## config.mk

```make
export PLATFORM = sky130hd
export DESIGN_NAME = bsb_core
export DESIGN_NICKNAME = d
export VERILOG_FILES = /design/src/design/bsb_pkg.sv /design/src/design/bsb_cond.sv /design/src/design/bsb_core.sv
export SDC_FILE = /design/constraint.sdc
export NUM_CORES = 1
export LEC_CHECK = 0
export ABC_AREA = 1
export ABC_CLOCK_PERIOD_IN_PS = 3400
export BUFFER_PORTS_ARGS = -buffer_cell sky130_fd_sc_hd__buf_2
export CORE_MARGIN = 2
export CORE_UTILIZATION = 45
export DETAILED_ROUTE_END_ITERATION = 6
export PLACE_DENSITY = 0.74
export SYNTH_ARGS = -nofsm -noshare
export SYNTH_HDL_FRONTEND = slang
export SYNTH_HIERARCHICAL = 1
export SYNTH_SLANG_ARGS = --single-unit
export TNS_END_PERCENT = 30
```

## constraint.sdc

```tcl
create_clock -name clk_i -period 3.4 [get_ports clk_i]
set_input_delay 0.17 -clock clk_i [delete_from_list [all_inputs] [get_ports clk_i]]
set_output_delay 0.17 -clock clk_i [all_outputs]
set_load 0.02 [all_outputs]
```

## src/design/bsb_pkg.sv

```systemverilog
// Package with opcodes, register map, reset values and cycle counts of the core.
package bsb_pkg;

  // ----------------------------------------------------------------
  // Opcodes
  // ----------------------------------------------------------------
  localparam logic [7:0] OP_PREFIX_Y   = 8'h18;
  localparam logic [7:0] OP_SETB_DIR   = 8'h14;
  localparam logic [7:0] OP_SETB_IDX   = 8'h1C;
  localparam logic [7:0] OP_SUBR       = 8'h8D;
  localparam logic [7:0] OP_NO_OVF     = 8'h28;
  localparam logic [7:0] OP_ALWAYS     = 8'h20;
  localparam logic [7:0] OP_SGT        = 8'h2E;
  localparam logic [7:0] OP_UGT        = 8'h22;
  localparam logic [3:0] OP_BR_GROUP   = 4'h2;

  // ----------------------------------------------------------------
  // Bus constants and condition code bit positions
  // ----------------------------------------------------------------
  localparam logic [15:0] IDLE_ADDR    = 16'hFFFF;
  localparam int          CCR_C        = 0;
  localparam int          CCR_V        = 1;
  localparam int          CCR_Z        = 2;
  localparam int          CCR_N        = 3;

  // ----------------------------------------------------------------
  // Bus cycles per instruction and clocks per bus cycle
  // ----------------------------------------------------------------
  localparam logic [3:0]  CYC_SETB_DIR = 4'h6;
  localparam logic [3:0]  CYC_SETB_X   = 4'h7;
  localparam logic [3:0]  CYC_SETB_Y   = 4'h8;
  localparam logic [3:0]  CYC_SUBR     = 4'h6;
  localparam logic [3:0]  CYC_BRANCH   = 4'h3;
  localparam int unsigned BUS_DIV_DEF  = 4;

  // ----------------------------------------------------------------
  // Register byte offsets and reset values
  // ----------------------------------------------------------------
  localparam logic [7:0]  ADR_CTRL     = 8'h00;
  localparam logic [7:0]  ADR_PC       = 8'h04;
  localparam logic [7:0]  ADR_SP       = 8'h08;
  localparam logic [7:0]  ADR_X        = 8'h0C;
  localparam logic [7:0]  ADR_Y        = 8'h10;
  localparam logic [7:0]  ADR_CCR      = 8'h14;
  localparam logic [7:0]  ADR_STAT     = 8'h18;
  localparam logic [15:0] PC_RST       = 16'h0000;
  localparam logic [15:0] SP_RST       = 16'h00FF;
  localparam logic [15:0] IDX_RST      = 16'h0000;
  localparam logic [7:0]  CCR_RST      = 8'h00;

  // ----------------------------------------------------------------
  // Sequencer states
  // ----------------------------------------------------------------
  typedef enum logic [3:0] {
    ST_FETCH, ST_PRE, ST_OPER, ST_IDLE_X, ST_READ_M, ST_MASK,
    ST_IDLE_M, ST_WRITE_M, ST_IDLE_BR, ST_SUB_RD, ST_PUSH_LO, ST_PUSH_HI
  } bsb_state_t;

endpackage

```

## src/design/bsb_cond.sv

```systemverilog
// Branch condition table for the 2x opcode group.
module bsb_cond (
  input  wire logic [7:0] op_i,
  input  wire logic [7:0] ccr_i,
  output logic            take_o
);

  logic c;
  logic v;
  logic z;
  logic n;
  logic base;

  assign c = ccr_i[bsb_pkg::CCR_C];
  assign v = ccr_i[bsb_pkg::CCR_V];
  assign z = ccr_i[bsb_pkg::CCR_Z];
  assign n = ccr_i[bsb_pkg::CCR_N];

  // The even opcode of each pair holds the listed test; bit 0 inverts it.
  always_comb begin
    unique case (op_i[3:1])
      3'h0: base = 1'b1;
      3'h1: base = ~(c | z);
      3'h2: base = ~c;
      3'h3: base = ~z;
      3'h4: base = ~v;
      3'h5: base = ~n;
      3'h6: base = ~(n ^ v);
      3'h7: base = ~(z | (n ^ v));
    endcase
  end

  assign take_o = base ^ op_i[0];

endmodule // bsb_cond

```

## src/design/bsb_core.sv

```systemverilog
// Execution core for bit-set, branch-to-subroutine and conditional branches.
// ----------------------------------------------------------------
// Function
// - A bit-set sets N from result bit 7, Z when the result is zero and clears V.
// - Bit-set decodes from 14, 1C and 18 1C and takes 6, 7 and 8 bus cycles.
// - Branch-to-subroutine first advances the program counter by two to the return address.
// - The low return byte is written at the stack pointer, which then drops by one.
// - The high return byte is written at the new stack pointer, which drops by one again.
// - After both pushes the program counter loads the return address plus the offset.
// - Branch-to-subroutine is opcode 8D with fetch, offset, idle, target read and two pushes.
// - Branch-to-subroutine takes a relative offset and changes no condition flag.
// - Opcode 28 branches only when V is clear and changes no flag.
// - Conditional branches take fetch, offset fetch and an idle read at FFFF.
// - Branch conditions follow the paired table, with bit 0 selecting the complement.
// ----------------------------------------------------------------
//
// Chosen here: the register addresses and the Wishbone slave port.
module bsb_core #(
  parameter int unsigned BUS_DIV = bsb_pkg::BUS_DIV_DEF
) (
  input  wire logic        clk_i,
  input  wire logic        rst_i,
  input  wire logic        wb_cyc_i,
  input  wire logic        wb_stb_i,
  input  wire logic        wb_we_i,
  input  wire logic [7:0]  wb_adr_i,
  input  wire logic [31:0] wb_dat_i,
  input  wire logic [3:0]  wb_sel_i,
  output logic      [31:0] wb_dat_o,
  output logic             wb_ack_o,
  output logic      [15:0] mem_addr_o,
  input  wire logic [7:0]  mem_data_i,
  output logic      [7:0]  mem_data_o,
  output logic             mem_data_oe_n_o,
  output logic             mem_read_o,
  output logic             mem_cycle_end_o
);

  // ----------------------------------------------------------------
  // Bus cycle divider
  // ----------------------------------------------------------------
  localparam logic [7:0] DIV_LAST = 8'(BUS_DIV - 1);

  logic [7:0] div_reg;
  logic [7:0] div_next;
  logic       bus_en;
  logic       end_reg;

  assign bus_en   = (div_reg == DIV_LAST);
  assign div_next = bus_en ? 8'h00 : 8'(div_reg + 8'h01);

  always_ff @(posedge clk_i) begin
    if (rst_i) begin
      div_reg <= 8'h00;
      end_reg <= 1'b0;
    end else begin
      div_reg <= div_next;
      end_reg <= (div_next == DIV_LAST);
    end
  end

  // ----------------------------------------------------------------
  // Core state
  // ----------------------------------------------------------------
  bsb_pkg::bsb_state_t st_reg;
  bsb_pkg::bsb_state_t st_next;
  logic [15:0] pc_reg,   pc_next;
  logic [15:0] sp_reg,   sp_next;
  logic [15:0] x_reg;
  logic [15:0] y_reg;
  logic [15:0] ea_reg,   ea_next;
  logic [7:0]  ccr_reg,  ccr_next;
  logic [7:0]  op_reg,   op_next;
  logic [7:0]  opr_reg,  opr_next;
  logic [7:0]  mem_reg,  mem_next;
  logic [7:0]  mask_reg, mask_next;
  logic        yb_reg,   yb_next;
  logic [15:0] addr_reg;
  logic [7:0]  dout_reg;
  logic        rd_reg;
  logic        run_reg;
  logic        ill_reg;
  logic        ill_set;

  logic [15:0] off_ext;
  logic [15:0] br_tgt;
  logic [15:0] ea_idx;
  logic        take;
  logic        run_ok;
  logic        halt;
  logic        known_op;
  logic        is_br;

  assign off_ext  = {{8{opr_reg[7]}}, opr_reg};
  assign br_tgt   = 16'(pc_reg + off_ext);
  assign ea_idx   = 16'((yb_reg ? y_reg : x_reg) + {8'h00, opr_reg});
  assign run_ok   = run_reg & ~ill_reg;
  assign halt     = ~run_ok & (st_reg == bsb_pkg::ST_FETCH);
  assign is_br    = (op_reg[7:4] == bsb_pkg::OP_BR_GROUP);
  assign known_op = (mem_data_i == bsb_pkg::OP_SETB_DIR) | (mem_data_i == bsb_pkg::OP_SUBR)
                  | (mem_data_i == bsb_pkg::OP_SETB_IDX)
                  | (mem_data_i[7:4] == bsb_pkg::OP_BR_GROUP);

  bsb_cond u_cond (
    .op_i   (op_reg),
    .ccr_i  (ccr_reg),
    .take_o (take)
  );

  function automatic logic [15:0] bus_addr(input bsb_pkg::bsb_state_t s,
                                           input logic [15:0] pc, input logic [15:0] ea,
                                           input logic [15:0] sp, input logic [15:0] tgt);
    unique case (s)
      bsb_pkg::ST_IDLE_X, bsb_pkg::ST_IDLE_M, bsb_pkg::ST_IDLE_BR: bus_addr = bsb_pkg::IDLE_ADDR;
      bsb_pkg::ST_READ_M, bsb_pkg::ST_WRITE_M: bus_addr = ea;
      bsb_pkg::ST_SUB_RD: bus_addr = tgt;
      bsb_pkg::ST_PUSH_LO, bsb_pkg::ST_PUSH_HI: bus_addr = sp;
      default: bus_addr = pc;
    endcase
  endfunction

  // ----------------------------------------------------------------
  // Sequencer
  // ----------------------------------------------------------------
  always_comb begin
    st_next   = st_reg;
    pc_next   = pc_reg;
    sp_next   = sp_reg;
    ea_next   = ea_reg;
    ccr_next  = ccr_reg;
    op_next   = op_reg;
    opr_next  = opr_reg;
    mem_next  = mem_reg;
    mask_next = mask_reg;
    yb_next   = yb_reg;
    ill_set   = 1'b0;
    unique case (st_reg)
      bsb_pkg::ST_FETCH: begin
        if (run_ok) begin
          op_next = mem_data_i;
          pc_next = 16'(pc_reg + 16'h0001);
          yb_next = 1'b0;
          if (mem_data_i == bsb_pkg::OP_PREFIX_Y) begin
            st_next = bsb_pkg::ST_PRE;
          end else if (known_op) begin
            st_next = bsb_pkg::ST_OPER;
          end else begin
            ill_set = 1'b1;
          end
        end
      end
      bsb_pkg::ST_PRE: begin
        op_next = mem_data_i;
        pc_next = 16'(pc_reg + 16'h0001);
        yb_next = 1'b1;
        if (mem_data_i == bsb_pkg::OP_SETB_IDX) begin
          st_next = bsb_pkg::ST_OPER;
        end else begin
          ill_set = 1'b1;
          st_next = bsb_pkg::ST_FETCH;
        end
      end
      bsb_pkg::ST_OPER: begin
        opr_next = mem_data_i;
        pc_next  = 16'(pc_reg + 16'h0001);
        if (op_reg == bsb_pkg::OP_SETB_DIR) begin
          ea_next = {8'h00, mem_data_i};
          st_next = bsb_pkg::ST_READ_M;
        end else if (op_reg == bsb_pkg::OP_SETB_IDX) begin
          st_next = bsb_pkg::ST_IDLE_X;
        end else begin
          st_next = bsb_pkg::ST_IDLE_BR;
        end
      end
      bsb_pkg::ST_IDLE_X: begin
        ea_next = ea_idx;
        st_next = bsb_pkg::ST_READ_M;
      end
      bsb_pkg::ST_READ_M: begin
        mem_next = mem_data_i;
        st_next  = bsb_pkg::ST_MASK;
      end
      bsb_pkg::ST_MASK: begin
        mask_next = mem_data_i;
        pc_next   = 16'(pc_reg + 16'h0001);
        st_next   = bsb_pkg::ST_IDLE_M;
      end
      bsb_pkg::ST_IDLE_M: st_next = bsb_pkg::ST_WRITE_M;
      bsb_pkg::ST_WRITE_M: begin
        ccr_next[bsb_pkg::CCR_N] = dout_reg[7];
        ccr_next[bsb_pkg::CCR_Z] = (dout_reg == 8'h00);
        ccr_next[bsb_pkg::CCR_V] = 1'b0;
        st_next = bsb_pkg::ST_FETCH;
      end
      bsb_pkg::ST_IDLE_BR: begin
        if (op_reg == bsb_pkg::OP_SUBR) begin
          st_next = bsb_pkg::ST_SUB_RD;
        end else begin
          if (take) begin
            pc_next = br_tgt;
          end
          st_next = bsb_pkg::ST_FETCH;
        end
      end
      bsb_pkg::ST_SUB_RD: st_next = bsb_pkg::ST_PUSH_LO;
      bsb_pkg::ST_PUSH_LO: begin
        sp_next = 16'(sp_reg - 16'h0001);
        st_next = bsb_pkg::ST_PUSH_HI;
      end
      bsb_pkg::ST_PUSH_HI: begin
        sp_next = 16'(sp_reg - 16'h0001);
        pc_next = br_tgt;
        st_next = bsb_pkg::ST_FETCH;
      end
      default: st_next = bsb_pkg::ST_FETCH;
    endcase
  end

  // The value to drive is chosen for the state being entered, so every pin is a flop.
  logic [15:0] addr_next;
  logic        rd_next;
  logic [7:0]  dout_next;

  assign addr_next = bus_addr(st_next, pc_next, ea_next, sp_next, br_tgt);
  assign rd_next   = ~((st_next == bsb_pkg::ST_WRITE_M) | (st_next == bsb_pkg::ST_PUSH_LO)
                     | (st_next == bsb_pkg::ST_PUSH_HI));
  assign dout_next = (st_next == bsb_pkg::ST_WRITE_M) ? (mem_reg | mask_reg) :
                     (st_next == bsb_pkg::ST_PUSH_LO) ? pc_next[7:0] :
                     (st_next == bsb_pkg::ST_PUSH_HI) ? pc_next[15:8] : 8'h00;

  // ----------------------------------------------------------------
  // Register bus
  // ----------------------------------------------------------------
  logic        ack_reg;
  logic [31:0] rdat_reg;
  logic        wb_req;
  logic        wb_wr;
  logic [31:0] rd_mux;
  logic [31:0] pc_w;
  logic [31:0] sp_w;
  logic [31:0] x_w;
  logic [31:0] y_w;
  logic [31:0] ccr_w;
  logic        ill_clr;

  function automatic logic [31:0] merge(input logic [31:0] o, input logic [31:0] n,
                                        input logic [3:0] s);
    for (int i = 0; i < 4; i++) begin
      merge[8*i +: 8] = s[i] ? n[8*i +: 8] : o[8*i +: 8];
    end
  endfunction

  assign wb_req  = wb_cyc_i & wb_stb_i & ~ack_reg;
  assign wb_wr   = wb_req & wb_we_i;
  assign pc_w    = merge({16'h0000, pc_reg}, wb_dat_i, wb_sel_i);
  assign sp_w    = merge({16'h0000, sp_reg}, wb_dat_i, wb_sel_i);
  assign x_w     = merge({16'h0000, x_reg}, wb_dat_i, wb_sel_i);
  assign y_w     = merge({16'h0000, y_reg}, wb_dat_i, wb_sel_i);
  assign ccr_w   = merge({24'h000000, ccr_reg}, wb_dat_i, wb_sel_i);
  assign ill_clr = wb_wr & (wb_adr_i == bsb_pkg::ADR_STAT) & wb_sel_i[0] & wb_dat_i[0];
  assign rd_mux  = (wb_adr_i == bsb_pkg::ADR_CTRL) ? {31'h00000000, run_reg} :
                   (wb_adr_i == bsb_pkg::ADR_PC)   ? {16'h0000, pc_reg} :
                   (wb_adr_i == bsb_pkg::ADR_SP)   ? {16'h0000, sp_reg} :
                   (wb_adr_i == bsb_pkg::ADR_X)    ? {16'h0000, x_reg} :
                   (wb_adr_i == bsb_pkg::ADR_Y)    ? {16'h0000, y_reg} :
                   (wb_adr_i == bsb_pkg::ADR_CCR)  ? {24'h000000, ccr_reg} :
                   (wb_adr_i == bsb_pkg::ADR_STAT) ?
                     {16'h0000, op_reg, 6'h00, ~halt, ill_reg} : 32'h00000000;

  always_ff @(posedge clk_i) begin
    if (rst_i) begin
      ack_reg  <= 1'b0;
      rdat_reg <= 32'h00000000;
      run_reg  <= 1'b0;
    end else begin
      ack_reg  <= wb_req;
      rdat_reg <= wb_req ? rd_mux : rdat_reg;
      if (wb_wr && wb_adr_i == bsb_pkg::ADR_CTRL && wb_sel_i[0]) begin
        run_reg <= wb_dat_i[0];
      end
    end
  end

  // ----------------------------------------------------------------
  // Core registers; software may load them only while the core is halted.
  // ----------------------------------------------------------------
  always_ff @(posedge clk_i) begin
    if (rst_i) begin
      st_reg   <= bsb_pkg::ST_FETCH;
      pc_reg   <= bsb_pkg::PC_RST;
      sp_reg   <= bsb_pkg::SP_RST;
      x_reg    <= bsb_pkg::IDX_RST;
      y_reg    <= bsb_pkg::IDX_RST;
      ea_reg   <= 16'h0000;
      ccr_reg  <= bsb_pkg::CCR_RST;
      op_reg   <= 8'h00;
      opr_reg  <= 8'h00;
      mem_reg  <= 8'h00;
      mask_reg <= 8'h00;
      yb_reg   <= 1'b0;
      addr_reg <= bsb_pkg::PC_RST;
      dout_reg <= 8'h00;
      rd_reg   <= 1'b1;
    end else begin
      if (bus_en) begin
        st_reg   <= st_next;
        pc_reg   <= pc_next;
        sp_reg   <= sp_next;
        ea_reg   <= ea_next;
        ccr_reg  <= ccr_next;
        op_reg   <= op_next;
        opr_reg  <= opr_next;
        mem_reg  <= mem_next;
        mask_reg <= mask_next;
        yb_reg   <= yb_next;
        addr_reg <= addr_next;
        dout_reg <= dout_next;
        rd_reg   <= rd_next;
      end
      if (wb_wr && halt) begin
        if (wb_adr_i == bsb_pkg::ADR_PC)  pc_reg  <= pc_w[15:0];
        if (wb_adr_i == bsb_pkg::ADR_SP)  sp_reg  <= sp_w[15:0];
        if (wb_adr_i == bsb_pkg::ADR_X)   x_reg   <= x_w[15:0];
        if (wb_adr_i == bsb_pkg::ADR_Y)   y_reg   <= y_w[15:0];
        if (wb_adr_i == bsb_pkg::ADR_CCR) ccr_reg <= ccr_w[7:0];
      end
    end
  end

  // A new illegal opcode wins over a clear in the same cycle.
  always_ff @(posedge clk_i) begin
    if (rst_i) begin
      ill_reg <= 1'b0;
    end else begin
      ill_reg <= (bus_en & ill_set) | (ill_reg & ~ill_clr);
    end
  end

  assign wb_ack_o        = ack_reg;
  assign wb_dat_o        = rdat_reg;
  assign mem_addr_o      = addr_reg;
  assign mem_data_o      = dout_reg;
  assign mem_read_o      = rd_reg;
  assign mem_data_oe_n_o = rd_reg;
  assign mem_cycle_end_o = end_reg;

  // ----------------------------------------------------------------
  // Checks
  // ----------------------------------------------------------------
  logic [3:0]  cnt_reg;
  logic [15:0] opa_reg;

  always_ff @(posedge clk_i) begin
    if (rst_i) begin
      cnt_reg <= 4'h0;
      opa_reg <= 16'h0000;
    end else if (bus_en) begin
      cnt_reg <= (st_reg == bsb_pkg::ST_FETCH) ? 4'h1 : 4'(cnt_reg + 4'h1);
      opa_reg <= (st_reg == bsb_pkg::ST_FETCH) ? pc_reg : opa_reg;
    end
  end

  property p_setb_flags;
    @(posedge clk_i) disable iff (rst_i)
    (bus_en && st_reg == bsb_pkg::ST_WRITE_M) |=> ccr_reg[bsb_pkg::CCR_N] == $past(dout_reg[7])
      && ccr_reg[bsb_pkg::CCR_Z] == ($past(dout_reg) == 8'h00) && !ccr_reg[bsb_pkg::CCR_V];
  endproperty
  a_setb_flags: assert property (p_setb_flags) else $error("bit-set flags wrong");

  property p_setb_len;
    @(posedge clk_i) disable iff (rst_i)
    (bus_en && st_reg == bsb_pkg::ST_WRITE_M) |-> cnt_reg + 4'h1 == (yb_reg ?
      bsb_pkg::CYC_SETB_Y : (op_reg == bsb_pkg::OP_SETB_DIR) ?
      bsb_pkg::CYC_SETB_DIR : bsb_pkg::CYC_SETB_X);
  endproperty
  a_setb_len: assert property (p_setb_len) else $error("bit-set length wrong");

  property p_setb_write;
    @(posedge clk_i) disable iff (rst_i)
    (st_reg == bsb_pkg::ST_WRITE_M) |-> !mem_read_o && mem_addr_o == ea_reg
      && mem_data_o == (mem_reg | mask_reg) && !mem_data_oe_n_o;
  endproperty
  a_setb_write: assert property (p_setb_write) else $error("bit-set write wrong");

  property p_idle;
    @(posedge clk_i) disable iff (rst_i)
    (st_reg inside {bsb_pkg::ST_IDLE_X, bsb_pkg::ST_IDLE_M, bsb_pkg::ST_IDLE_BR})
      |-> mem_addr_o == bsb_pkg::IDLE_ADDR && mem_read_o;
  endproperty
  a_idle: assert property (p_idle) else $error("idle cycle not at FFFF");

  property p_push_lo;
    @(posedge clk_i) disable iff (rst_i)
    (st_reg == bsb_pkg::ST_PUSH_LO) |-> mem_addr_o == sp_reg && !mem_read_o
      && mem_data_o == pc_reg[7:0] && pc_reg == 16'(opa_reg + 16'h0002);
  endproperty
  a_push_lo: assert property (p_push_lo) else $error("low return push wrong");

  property p_push_hi;
    @(posedge clk_i) disable iff (rst_i)
    (bus_en && st_reg == bsb_pkg::ST_PUSH_LO) |=> st_reg == bsb_pkg::ST_PUSH_HI
      && sp_reg == 16'($past(sp_reg) - 16'h0001) && mem_addr_o == sp_reg
      && mem_data_o == pc_reg[15:8];
  endproperty
  a_push_hi: assert property (p_push_hi) else $error("high return push wrong");

  property p_subr_end;
    @(posedge clk_i) disable iff (rst_i)
    (bus_en && st_reg == bsb_pkg::ST_PUSH_HI) |-> cnt_reg + 4'h1 == bsb_pkg::CYC_SUBR
      ##1 pc_reg == $past(br_tgt) && sp_reg == 16'($past(sp_reg) - 16'h0001)
      && ccr_reg == $past(ccr_reg);
  endproperty
  a_subr_end: assert property (p_subr_end) else $error("call entry wrong");

  property p_no_ovf;
    @(posedge clk_i) disable iff (rst_i)
    (bus_en && st_reg == bsb_pkg::ST_IDLE_BR && op_reg == bsb_pkg::OP_NO_OVF) |=>
      pc_reg == ($past(ccr_reg[bsb_pkg::CCR_V]) ? $past(pc_reg) : $past(br_tgt))
      && ccr_reg == $past(ccr_reg);
  endproperty
  a_no_ovf: assert property (p_no_ovf) else $error("no-overflow branch wrong");

  property p_br_len;
    @(posedge clk_i) disable iff (rst_i)
    (bus_en && st_reg == bsb_pkg::ST_IDLE_BR && is_br) |-> cnt_reg + 4'h1 == bsb_pkg::CYC_BRANCH;
  endproperty
  a_br_len: assert property (p_br_len) else $error("branch length wrong");

  property p_cond;
    @(posedge clk_i) disable iff (rst_i)
    (st_reg == bsb_pkg::ST_IDLE_BR) |->
      (op_reg != bsb_pkg::OP_SGT || take == !(ccr_reg[bsb_pkg::CCR_Z]
        | (ccr_reg[bsb_pkg::CCR_N] ^ ccr_reg[bsb_pkg::CCR_V])))
      && (op_reg != bsb_pkg::OP_UGT
        || take == !(ccr_reg[bsb_pkg::CCR_C] | ccr_reg[bsb_pkg::CCR_Z]))
      && (op_reg != bsb_pkg::OP_ALWAYS || take) && (op_reg != 8'h21 || !take);
  endproperty
  a_cond: assert property (p_cond) else $error("branch condition wrong");

  property p_sext;
    @(posedge clk_i) disable iff (rst_i)
    (bus_en && st_reg == bsb_pkg::ST_IDLE_BR && op_reg == bsb_pkg::OP_ALWAYS) |=>
      pc_reg == 16'($past(pc_reg) + {{8{$past(opr_reg[7])}}, $past(opr_reg)});
  endproperty
  a_sext: assert property (p_sext) else $error("offset not sign-extended");

endmodule // bsb_core

```

# == Yosys cells after proc, flatten, opt, wreduce, memory -nomap -nowiden ==
# Index checks and enable logic that the tools add are counted.
# totals
ff_bits,194
in_bits,57
out_inout_bits,60
wordCells,183
# classes
add_sub_neg,5
n_eq_ne,48
muxes,50
n_bitwise,34
reduce_logical,21
# ops
cell,count
$mux W16,19
$pmux W16 S4,2
$mux W8,9
$eq A8 B5 Y1 const B,8
$pmux W4 S10,1
$eq A4 B4 Y1 const B,8
$pmux W16 S2,1
$eq A4 B3 Y1 const B,7
$mux W4,7
$add A16 B1 Y16 const B,1
$add A16 B16 Y16,1
$add A16 B8 Y16,1
$eq A4 B2 Y1 const B,4
$eq A8 B2 Y1 const B,2
$eq A8 B4 Y1 const B,2
$eq A8 B8 Y1 const B,2
$logic_not A8 Y1,2
$pmux W8 S2,1
$sub A16 B1 Y16 const B,1
$ne A3 B3 Y1 const B,5
$reduce_and A3 Y1,5
$not A1 Y1,13
$eq A3 B3 Y1 const B,4
$and A1 B1 Y1,10
other kinds (21),42

# == Longest topological paths before layout ==
# Gate-level depths: netlist of run 1.
# logic_depth
ltp_word,12
mapped_depth,21
ltp_nobuf,19

# == Hierarchy ==
# Netlist of run 1, hierarchy kept.
# modules_own_cells
mod,n_inst,cells_per_inst,area_per_inst_um2,seq_area_each_um2
bsb_core,1,1947,12140.4,3563.4
bsb_cond,1,24,100.1,0.0

# == Worst setup path before layout of run 1 ==
# No wires, ideal clock.
# synth_timing
path_kind,reg2reg
startpoint,register yb_reg
endpoint,"register addr_reg[10], in the netlist mem_addr_o[10]"
setup_ns,0.128
arrival_time_ns,2.611
required_ns,3.272
path_slack_ns,0.661
stages_incl_launch_ff,21
n_path_buf,4
period_less_slack_ns,2.739
cell_sequence,dfxtp_1 -> clkbuf_2 -> buf_4 -> clkbuf_1 -> clkbuf_1 -> nand2_1 -> o21ai_0 -> ha_1 -> fa_1 -> nand3_1 -> nand2_1 -> nand2_1 -> nand2_1 -> nand2_1 -> o211ai_1 -> nand2_1 -> a21boi_0 -> nor2_1 -> nor2_1 -> nor2_1 -> nor2_1
# synth_between
elab_chain_len,4
# synth_rtl
item,line_no,source
start: declaration,bsb_core.sv:77,"logic yb_reg, yb_next;"
start signal: assignment,bsb_core.sv:315,yb_reg <= yb_next;
$mux W16,bsb_core.sv:96,"assign ea_idx = 16'((yb_reg ? y_reg : x_reg) + {8'h00, opr_reg});"
$add A16 B8 Y16,bsb_core.sv:96,
$pmux W16 S2,bsb_core.sv:137,unique case (st_reg)
$pmux W16 S4,bsb_core.sv:113,unique case (s)
end signal: assignment,bsb_core.sv:301,addr_reg <= bsb_pkg::PC_RST;
end signal: assignment,bsb_core.sv:316,addr_reg <= addr_next;
end: declaration,bsb_core.sv:78,logic [15:0] addr_reg;
# No other way between the ends.
# A chain may end at the register's enable or synchronous reset.

# == Worst setup path in the final report of run 1 ==
# layout_timing
startpoint,register yb_reg
endpoint,"register addr_reg[8], in the netlist mem_addr_o[8]"
# Same word-level chain as after synthesis.

==> impl_metrics.prom, run 1 <==
# TYPE chip_impl_metric gauge
chip_impl_metric{name="detailroute.via_count",unit=""} 13700
chip_impl_metric{name="total_power",unit="mW"} 4.85
chip_impl_metric{name="synth.top_cell.area_share",unit="%"} 29.1
chip_impl_metric{name="warning_count_from_the_yosys_run",unit=""} 6
chip_impl_metric{name="switching_share",unit="%"} 31.0
chip_impl_metric{name="die_area",unit="mm^2"} 0.0285
chip_impl_info{name="timing.critical_path.to_type",value="register"} 1
chip_impl_metric{name="max_stage_delay",unit="ns"} 0.48
chip_impl_metric{name="routed_wirelength",unit="um"} 45800
chip_impl_info{name="hold_path_end",value="run_reg$_SDFFE_PP0P_"} 1
chip_impl_metric{name="wire_per_inst",unit="um"} 19.4
chip_impl_metric{name="track_usage",unit="%"} 32.0
chip_impl_metric{name="total_leakage_power",unit="nW"} 6.01
chip_impl_metric{name="power_spent_charging_and_discharging_nets",unit="mW"} 1.51
chip_impl_metric{name="die_h",unit="um"} 169
chip_impl_metric{name="worst_slew_pin_slew",unit="ns"} 1.16
chip_impl_metric{name="drt_pass1_iterations",unit=""} 6
chip_impl_metric{name="post_place_setup_slack",unit="ns"} 0.556
chip_impl_metric{name="regToRegSetupSlack",unit="ns"} 0.50
chip_impl_metric{name="layout-drive-gt1-share",unit="%"} 10.0
chip_impl_metric{name="num_rows",unit=""} 60
chip_impl_metric{name="worst-path-max-fanout",unit=""} 33
chip_impl_metric{name="place.detailed.instances",unit=""} 2335
chip_impl_metric{name="post-route-period-util",unit="%"} 85.2
chip_impl_metric{name="synth_enable_flop_cells",unit=""} 0
chip_impl_metric{name="avgSynthCellArea",unit="um^2"} 6.21
chip_impl_metric{name="peak_supply_drop",unit="V"} 0.000359
chip_impl_metric{name="worstPathArrival",unit="ns"} 3.19
chip_impl_metric{name="drt-initial-drc-count",unit=""} 1814
chip_impl_metric{name="cts_buf_count",unit=""} 17
chip_impl_metric{name="global_route_wire_length_before_repair",unit="um"} 69900
chip_impl_metric{name="fraction_of_power_consumed_by_the_clock_network",unit="%"} 42.0
chip_impl_info{name="worstSetupStartpointType",value="register"} 1
chip_impl_metric{name="yosysSeqAreaShare",unit="%"} 29.1
chip_impl_metric{name="timing.hold.worst_path_depth",unit=""} 3
chip_impl_info{name="result_of_the_run",value="complete, no violations"} 1
chip_impl_info{name="cts_root_buffer",value="sky130_fd_sc_hd__clkbuf_16"} 1
chip_impl_info{name="worst_path_most_repeated_cell",value="sky130_fd_sc_hd__nand2_1"} 1
chip_impl_metric{name="coreArea",unit="mm^2"} 0.0268
chip_impl_info{name="rsz0062_at_grt",value="false"} 1
chip_impl_metric{name="postRouteAntennaNets",unit=""} 0
chip_impl_metric{name="async_flop_share",unit="%"} 0
chip_impl_metric{name="synth.lib_cells_used.distinct",unit=""} 58
chip_impl_metric{name="post_cts_resized",unit=""} 0
chip_impl_metric{name="io_buffers",unit=""} 82
chip_impl_metric{name="powerDensity",unit="mW/mm^2"} 363
chip_impl_metric{name="filler_cell_count_in_the_final_layout",unit=""} 2777
chip_impl_metric{name="seq_power_share",unit="%"} 44.7
chip_impl_metric{name="layout.cells.non_filler",unit=""} 2368
chip_impl_metric{name="gpl.final_weighted_congestion",unit=""} 1.06
chip_impl_metric{name="clk_path_buf_depth",unit=""} 2
chip_impl_metric{name="design.portCount",unit=""} 117
chip_impl_metric{name="overflow",unit=""} 0
chip_impl_metric{name="max_freq",unit="MHz"} 345
chip_impl_metric{name="initial_core_util",unit="%"} 45.7
chip_impl_metric{name="htree_levels",unit=""} 4
chip_impl_metric{name="cts.clk_slew.worst_paths",unit="ns"} 0.08
chip_impl_metric{name="timing.clock.skew",unit="ns"} 0.0161
chip_impl_metric{name="vias_per_cell",unit=""} 5.77
chip_impl_metric{name="final_setup_slack_of_the_worst_path",unit="ns"} 0.503
chip_impl_metric{name="drv_cap",unit=""} 0
chip_impl_metric{name="clock_sink_count",unit=""} 178
chip_impl_metric{name="combinationalPowerShare",unit="%"} 13.4
chip_impl_info{name="hold_path.class",value="input port to register"} 1
chip_impl_info{name="cts_tree",value="built"} 1
chip_impl_metric{name="post_synthesis_instance_area",unit="mm^2"} 0.0122
chip_impl_metric{name="grt_start_max_net_pins",unit=""} 94
chip_impl_info{name="r2r_start",value="yb_reg$_SDFFE_PP0P_"} 1
chip_impl_info{name="criticalPathCategory",value="register to register"} 1
chip_impl_metric{name="post-cts-setup-buffers",unit=""} 0
chip_impl_metric{name="critPathRequiredTime",unit="ns"} 3.70
chip_impl_info{name="ys.flop_type",value="sky130_fd_sc_hd__dfxtp_1"} 1
chip_impl_metric{name="postCtsHoldBufs",unit=""} 0
chip_impl_metric{name="drc",unit=""} 0
chip_impl_metric{name="synthesis_to_layout_area_growth",unit="%"} 9.19
chip_impl_metric{name="post_synth_inst_count",unit=""} 1971
chip_impl_info{name="worst_path_cell_with_the_longest_stage_delay",value="sky130_fd_sc_hd__o21ai_0"} 1
chip_impl_metric{name="hpwl",unit="um"} 35300
chip_impl_metric{name="first_global_vias",unit=""} 12400
chip_impl_metric{name="yosys_register_bits",unit=""} 178
chip_impl_metric{name="setup_violations",unit=""} 0
chip_impl_metric{name="finish.net_count",unit=""} 2099
chip_impl_metric{name="grt_antenna_before_repair",unit=""} 2
chip_impl_info{name="min_from",value="wb_dat_i[0]"} 1
chip_impl_metric{name="die-width",unit="um"} 169
chip_impl_metric{name="internal_power",unit="mW"} 3.35
chip_impl_metric{name="final-hold-violation-count",unit=""} 0
chip_impl_metric{name="finalWorstPathRequiredPeriod",unit="ns"} 2.90
chip_impl_info{name="synth.top_cells.by_area",value="sky130_fd_sc_hd__dfxtp_1 (29%), sky130_fd_sc_hd__nand2_1 (16%), sky130_fd_sc_hd__a21oi_1 (7.7%), sky130_fd_sc_hd__inv_1 (7.3%), sky130_fd_sc_hd__nor2_1 (5.9%)"} 1
chip_impl_info{name="crit_path_cell_trace",value="buf_4, o21ai_0, fa_1, nand3_1, nand2_1, nand2_1, nand2_1, o21ai_0, o21ai_0, nand2_1, nand3_1, nand2_1, a21oi_1"} 1
chip_impl_info{name="most_area_hungry_cell_type_in_the_yosys_netlist",value="sky130_fd_sc_hd__dfxtp_1"} 1
chip_impl_metric{name="tns",unit="ns"} 0
chip_impl_metric{name="worst_slew_margin_relative_to_its_limit",unit="%"} 22.1
chip_impl_metric{name="reg2regPathDepth",unit=""} 13
chip_impl_info{name="r2r-end",value="mem_addr_o[8]$_SDFFE_PP0N_"} 1
chip_impl_metric{name="clk-insertion-delay-late",unit="ns"} 0.45
chip_impl_metric{name="slew_violations",unit=""} 0
==> worst max-delay path, delay by kind of cell, from the launching register on <==
kind / cells / cell delay, ns
and+or+nand+nor: 7 / 0.62
DFF: 1 / 0.35
AOI/OAI and AO/OA: 4 / 0.99
buffers and inverters: 1 / 0.31
adders and majority gates: 1 / 0.47
==> logic make-up after synthesis <==
kind of cell             count (synthesis)  share of synthesized area, %
AO/OA/AOI/OAI                          466                          21.4
XOR/XNOR                                14                          1.00
adder cells (fa/ha/maj)                 29                          3.09
buffers and inverters                  345                          11.8
flip-flops                             178                          29.1
other                                    1                        0.0306
AND/OR/NAND/NOR                        938                          33.6
==> power by group through the flow <==
stage                     clock network, mW  logic, mW  registers, mW
final                                  2.04      0.648           2.17
after CTS                              2.04      0.628           2.17
after floorplan                           0      0.450           2.21
after global placement                    0      0.618           2.21
after detailed placement                  0      0.626           2.21
after global routing                   2.12      0.702           2.17
==> metrics by stage <==
step	hold WS [ns]	util (%)	instance area, um^2
2_1_floorplan	0.344	-	12300
3_3_place_gp	0.445	47.6	12800
3_5_place_dp	0.449	47.6	12800
4_1_cts	0.0584	49.9	13400
5_1_grt	0.0764	49.9	13400
6_report	0.0638	49.9	13400
==> layer usage <==
metal  up-vias  routed length, um  global-route usage [%]
li1       6537                  -                       -
met4         0               3690                    22.7
met5         -                  0                       0
met1      6184              18000                    40.9
met3       185               4600                    6.34
met2       753              19500                    48.3
==> cell type report <==
| type | count | area, um^2 | share of cell area (%) |
|---|---|---|---|
| clock inverters | 14 | 164 | 1.23 |
| repair buffers | 93 | 495 | 3.71 |
| diodes | 1 | 2.50 | 0.0187 |
| well taps | 341 | 427 | 3.19 |
| flip-flops and latches | 178 | 3560 | 26.7 |
| inverters | 260 | 983 | 7.36 |
| clock buffers | 18 | 429 | 3.21 |
| multi-input cells | 1463 | 7300 | 54.6 |
==> how the worst max path moves through the flow <==
stage | startpoint | end | cells past startpoint | slack [ns]
finish | yb_reg$_SDFFE_PP0P_ | mem_addr_o[8]$_SDFFE_PP0N_ | 13 | 0.50
global route | yb_reg$_SDFFE_PP0P_ | mem_addr_o[8]$_SDFFE_PP0N_ | 13 | 0.29
CTS | yb_reg$_SDFFE_PP0P_ | mem_addr_o[8]$_SDFFE_PP0N_ | 13 | 0.57
detailed placement | yb_reg$_SDFFE_PP0P_ | mem_addr_o[8]$_SDFFE_PP0N_ | 13 | 0.56
global placement | yb_reg$_SDFFE_PP0P_ | mem_addr_o[8]$_SDFFE_PP0N_ | 13 | 0.66
floorplan | yb_reg$_SDFFE_PP0P_ | mem_addr_o[10]$_SDFFE_PP0N_ | 20 | 0.66
==> cells in the mapped netlist (5+ instances only) <==
cell,n
sky130_fd_sc_hd__nand3_1,125
sky130_fd_sc_hd__ha_1,27
sky130_fd_sc_hd__buf_2,21
sky130_fd_sc_hd__buf_6,5
sky130_fd_sc_hd__o22ai_1,17
sky130_fd_sc_hd__a211oi_1,21
sky130_fd_sc_hd__o21ai_0,141
sky130_fd_sc_hd__or2_2,6
sky130_fd_sc_hd__nand2_2,8
sky130_fd_sc_hd__nand4_1,20
sky130_fd_sc_hd__o21ai_1,24
sky130_fd_sc_hd__dfxtp_1,178
sky130_fd_sc_hd__nand3_2,6
sky130_fd_sc_hd__a31oi_1,5
sky130_fd_sc_hd__nand2_1,517
sky130_fd_sc_hd__o211ai_1,22
sky130_fd_sc_hd__nor2_2,8
sky130_fd_sc_hd__a21oi_2,6
sky130_fd_sc_hd__nand3b_1,11
sky130_fd_sc_hd__nor3_1,17
sky130_fd_sc_hd__inv_1,238
sky130_fd_sc_hd__inv_2,15
sky130_fd_sc_hd__buf_1,5
sky130_fd_sc_hd__o221ai_1,9
sky130_fd_sc_hd__nor2_1,192
sky130_fd_sc_hd__clkbuf_1,33
sky130_fd_sc_hd__buf_4,19
sky130_fd_sc_hd__a21oi_1,189
sky130_fd_sc_hd__nand2_4,7
sky130_fd_sc_hd__nor2_8,5
sky130_fd_sc_hd__xor2_1,13
sky130_fd_sc_hd__o31ai_1,12
==> layout by cell type, fill, tap and decap left out, types with 22 or more instances in the layout <==
cell / n
sky130_fd_sc_hd__nor2_1: 191
sky130_fd_sc_hd__a21oi_1: 189
sky130_fd_sc_hd__o21ai_0: 141
sky130_fd_sc_hd__dfxtp_1: 178
sky130_fd_sc_hd__nand3_1: 125
sky130_fd_sc_hd__nand2_1: 517
sky130_fd_sc_hd__o211ai_1: 22
sky130_fd_sc_hd__buf_2: 81
sky130_fd_sc_hd__ha_1: 27
sky130_fd_sc_hd__o21ai_1: 24
sky130_fd_sc_hd__inv_1: 237
No activity file was read; power rests on OpenSTA's default activity.
==> run 2: changes to the inputs <==
Settings changed: CORE_UTILIZATION 45 to 29, PLACE_DENSITY 0.74 to unset, PLACE_DENSITY_LB_ADDON set to 0.2.
==> run 2 against run 1 <==
Maximum frequency up 1.0%. Critical path depth up 2. Hold slack worse by 0.031 ns. Combinational power up 3%. Count of clock-buffer cells in the layout unchanged. Power up 2.6%. Clock skew up 0.0068 ns.
==> impl_metrics.prom, run 2 (synthesis results as in run 1) <==
# TYPE chip_impl_metric gauge
chip_impl_metric{name="layout-drive-gt1-share",unit="%"} 10.6
chip_impl_metric{name="total_leakage_power",unit="nW"} 6.09
chip_impl_metric{name="drt_pass1_iterations",unit=""} 7
chip_impl_metric{name="max_stage_delay",unit="ns"} 0.49
chip_impl_metric{name="filler_cell_count_in_the_final_layout",unit=""} 4669
chip_impl_metric{name="worst_slew_margin_relative_to_its_limit",unit="%"} 31.0
chip_impl_metric{name="vias_per_cell",unit=""} 5.17
chip_impl_metric{name="die_h",unit="um"} 209
chip_impl_metric{name="io_buffers",unit=""} 82
chip_impl_metric{name="finalWorstPathRequiredPeriod",unit="ns"} 2.87
chip_impl_metric{name="cts.clk_slew.worst_paths",unit="ns"} 0.07
chip_impl_metric{name="drt-initial-drc-count",unit=""} 1239
chip_impl_info{name="cts_tree",value="built"} 1
chip_impl_metric{name="grt_antenna_before_repair",unit=""} 0
chip_impl_info{name="worstSetupStartpointType",value="register"} 1
chip_impl_metric{name="max_freq",unit="MHz"} 349
chip_impl_metric{name="clk-insertion-delay-late",unit="ns"} 0.47
chip_impl_metric{name="detailroute.via_count",unit=""} 13300
chip_impl_metric{name="worst_slew_pin_slew",unit="ns"} 1.03
chip_impl_metric{name="final_core_util",unit="%"} 32.9
chip_impl_info{name="hold_path.class",value="input port to register"} 1
chip_impl_info{name="rsz0062_at_grt",value="false"} 1
chip_impl_metric{name="finalInstanceArea",unit="mm^2"} 0.0137
chip_impl_metric{name="register_area",unit="mm^2"} 0.00356
chip_impl_metric{name="antenna-diode-count",unit=""} 0
chip_impl_metric{name="critPathRequiredTime",unit="ns"} 3.74
chip_impl_metric{name="synthesis_to_layout_area_growth",unit="%"} 12.3
chip_impl_metric{name="design.portCount",unit=""} 117
chip_impl_info{name="worst_path_cell_with_the_longest_stage_delay",value="sky130_fd_sc_hd__o21ai_0"} 1
chip_impl_metric{name="worst-path-max-fanout",unit=""} 15
chip_impl_metric{name="clk_path_buf_depth",unit=""} 2
chip_impl_metric{name="die-width",unit="um"} 209
chip_impl_info{name="mostFrequentLayoutCell",value="sky130_fd_sc_hd__nand2_1"} 1
chip_impl_metric{name="final-hold-violation-count",unit=""} 0
chip_impl_metric{name="post-route-period-util",unit="%"} 84.3
chip_impl_metric{name="grt_start_max_net_pins",unit=""} 76
chip_impl_metric{name="finish.net_count",unit=""} 2112
chip_impl_metric{name="coreArea",unit="mm^2"} 0.0418
chip_impl_metric{name="dpl_cell_area",unit="mm^2"} 0.0131
chip_impl_info{name="worst_path_most_repeated_cell",value="sky130_fd_sc_hd__nand2_1"} 1
chip_impl_metric{name="multi_input_comb_area",unit="mm^2"} 0.00730
chip_impl_metric{name="total_power",unit="mW"} 4.98
chip_impl_metric{name="powerDensity",unit="mW/mm^2"} 362
chip_impl_metric{name="slew_violations",unit=""} 0
chip_impl_metric{name="num_rows",unit=""} 75
chip_impl_metric{name="gpl.final_weighted_congestion",unit=""} 0.964
chip_impl_metric{name="cts_buf_count",unit=""} 17
chip_impl_metric{name="peak_supply_drop",unit="V"} 0.000298
chip_impl_metric{name="track_usage",unit="%"} 23.6
chip_impl_metric{name="postRouteAntennaNets",unit=""} 0
chip_impl_metric{name="die_area",unit="mm^2"} 0.0439
chip_impl_metric{name="initial_core_util",unit="%"} 29.3
chip_impl_metric{name="routed_wirelength",unit="um"} 52000
chip_impl_info{name="criticalPathCategory",value="register to register"} 1
chip_impl_metric{name="post-cts-setup-buffers",unit=""} 0
chip_impl_info{name="cts_root_buffer",value="sky130_fd_sc_hd__clkbuf_16"} 1
chip_impl_metric{name="htree_levels",unit=""} 4
chip_impl_metric{name="drv_cap",unit=""} 0
chip_impl_metric{name="tns",unit="ns"} 0
chip_impl_metric{name="setup_violations",unit=""} 0
chip_impl_metric{name="global_route_wire_length_before_repair",unit="um"} 77200
chip_impl_metric{name="first_global_vias",unit=""} 12300
chip_impl_metric{name="wire_per_inst",unit="um"} 20.2
chip_impl_metric{name="post_cts_resized",unit=""} 0
chip_impl_metric{name="postCtsHoldBufs",unit=""} 0
chip_impl_metric{name="drc",unit=""} 0
chip_impl_info{name="result_of_the_run",value="complete, no violations"} 1
chip_impl_metric{name="clock_sink_count",unit=""} 178
chip_impl_info{name="final_cell_mix",value="sky130_fd_sc_hd__nand2_1 (517), sky130_fd_sc_hd__inv_1 (237), sky130_fd_sc_hd__nor2_1 (191), sky130_fd_sc_hd__a21oi_1 (189), sky130_fd_sc_hd__dfxtp_1 (178)"} 1
chip_impl_metric{name="hpwl",unit="um"} 40900
chip_impl_metric{name="overflow",unit=""} 0
chip_impl_info{name="timing.critical_path.to_type",value="register"} 1
chip_impl_metric{name="timing.clock.skew",unit="ns"} 0.0229
chip_impl_metric{name="worstPathArrival",unit="ns"} 3.21
chip_impl_info{name="crit_path_cell_trace",value="buf_4, nand2_1, o21ai_0, ha_1, fa_1, nand3_1, nand2_1, nand2_1, nand2_1, o21ai_0, o21ai_0, nand2_1, nand3_1, nand2_1, a21oi_1"} 1
-- run 2: changes by cell type in the layout (fill, tap and decap cells not counted), moves of 2 or more --
cell and change:
sky130_fd_sc_hd__clkinv_4 -4, sky130_fd_sc_hd__buf_4 +12, sky130_fd_sc_hd__inv_8 -5, sky130_fd_sc_hd__clkinv_2 +2
sky130_fd_sc_hd__inv_6 +3, sky130_fd_sc_hd__clkinvlp_4 +3, sky130_fd_sc_hd__bufinv_16 +2
-- run 2: per-layer routing --
layer	track usage (%)	routed length [um]	up-vias
met5	0	0	-
met2	38.3	23600	443
li1	-	-	6562
met1	31.0	23000	6237
met4	11.5	2330	0
met3	3.08	3030	82
-- run 2: power breakdown --
part | total, mW | switching (mW) | internal [mW]
clock | 2.14 | 0.951 | 1.19
combinational | 0.667 | 0.494 | 0.174
sequential | 2.17 | 0.0454 | 2.13
-- run 2: area by class of cell --
type	count	share of cell area (%)
clock buffers	18	3.20
clock inverters	14	1.27
inverters	260	7.16
multi-input cells	1463	53.1
flip-flops and latches	178	25.9
well taps	539	4.91
repair buffers	106	4.41
-- run 2: worst paths after layout --
check	slack, ns	end	cells after the start	start
min	0.03	mem_addr_o[5]$_SDFFE_PP0N_	2	rst_i
max reg2reg	0.53	mem_addr_o[8]$_SDFFE_PP0N_	15	yb_reg$_SDFFE_PP0P_
max	0.53	mem_addr_o[8]$_SDFFE_PP0N_	15	yb_reg$_SDFFE_PP0P_
min reg2reg	0.46	ccr_reg[4]$_SDFFE_PP0P_	2	ccr_reg[4]$_SDFFE_PP0P_
-- run 2: per-stage QoR --
| stage | worst slack (ns) | cells | hold slack [ns] |
|---|---|---|---|
| floorplan | 0.661 | 1986 | 0.344 |
| global placement | 0.628 | 2546 | 0.442 |
| detailed placement | 0.593 | 2546 | 0.446 |
| CTS | 0.571 | 2578 | 0.0194 |
| global route | 0.222 | 2578 | 0.0445 |
| finish | 0.533 | 2578 | 0.0333 |
-- run 2: critical path: cells and delay by family (launching register included) --
family	cells	cell delay (ns)
AO/OA/AOI/OAI	4	0.86
buffers and inverters	1	0.18
flip-flops	1	0.33
adder cells (fa/ha/maj)	2	0.71
AND/OR/NAND/NOR	8	0.67
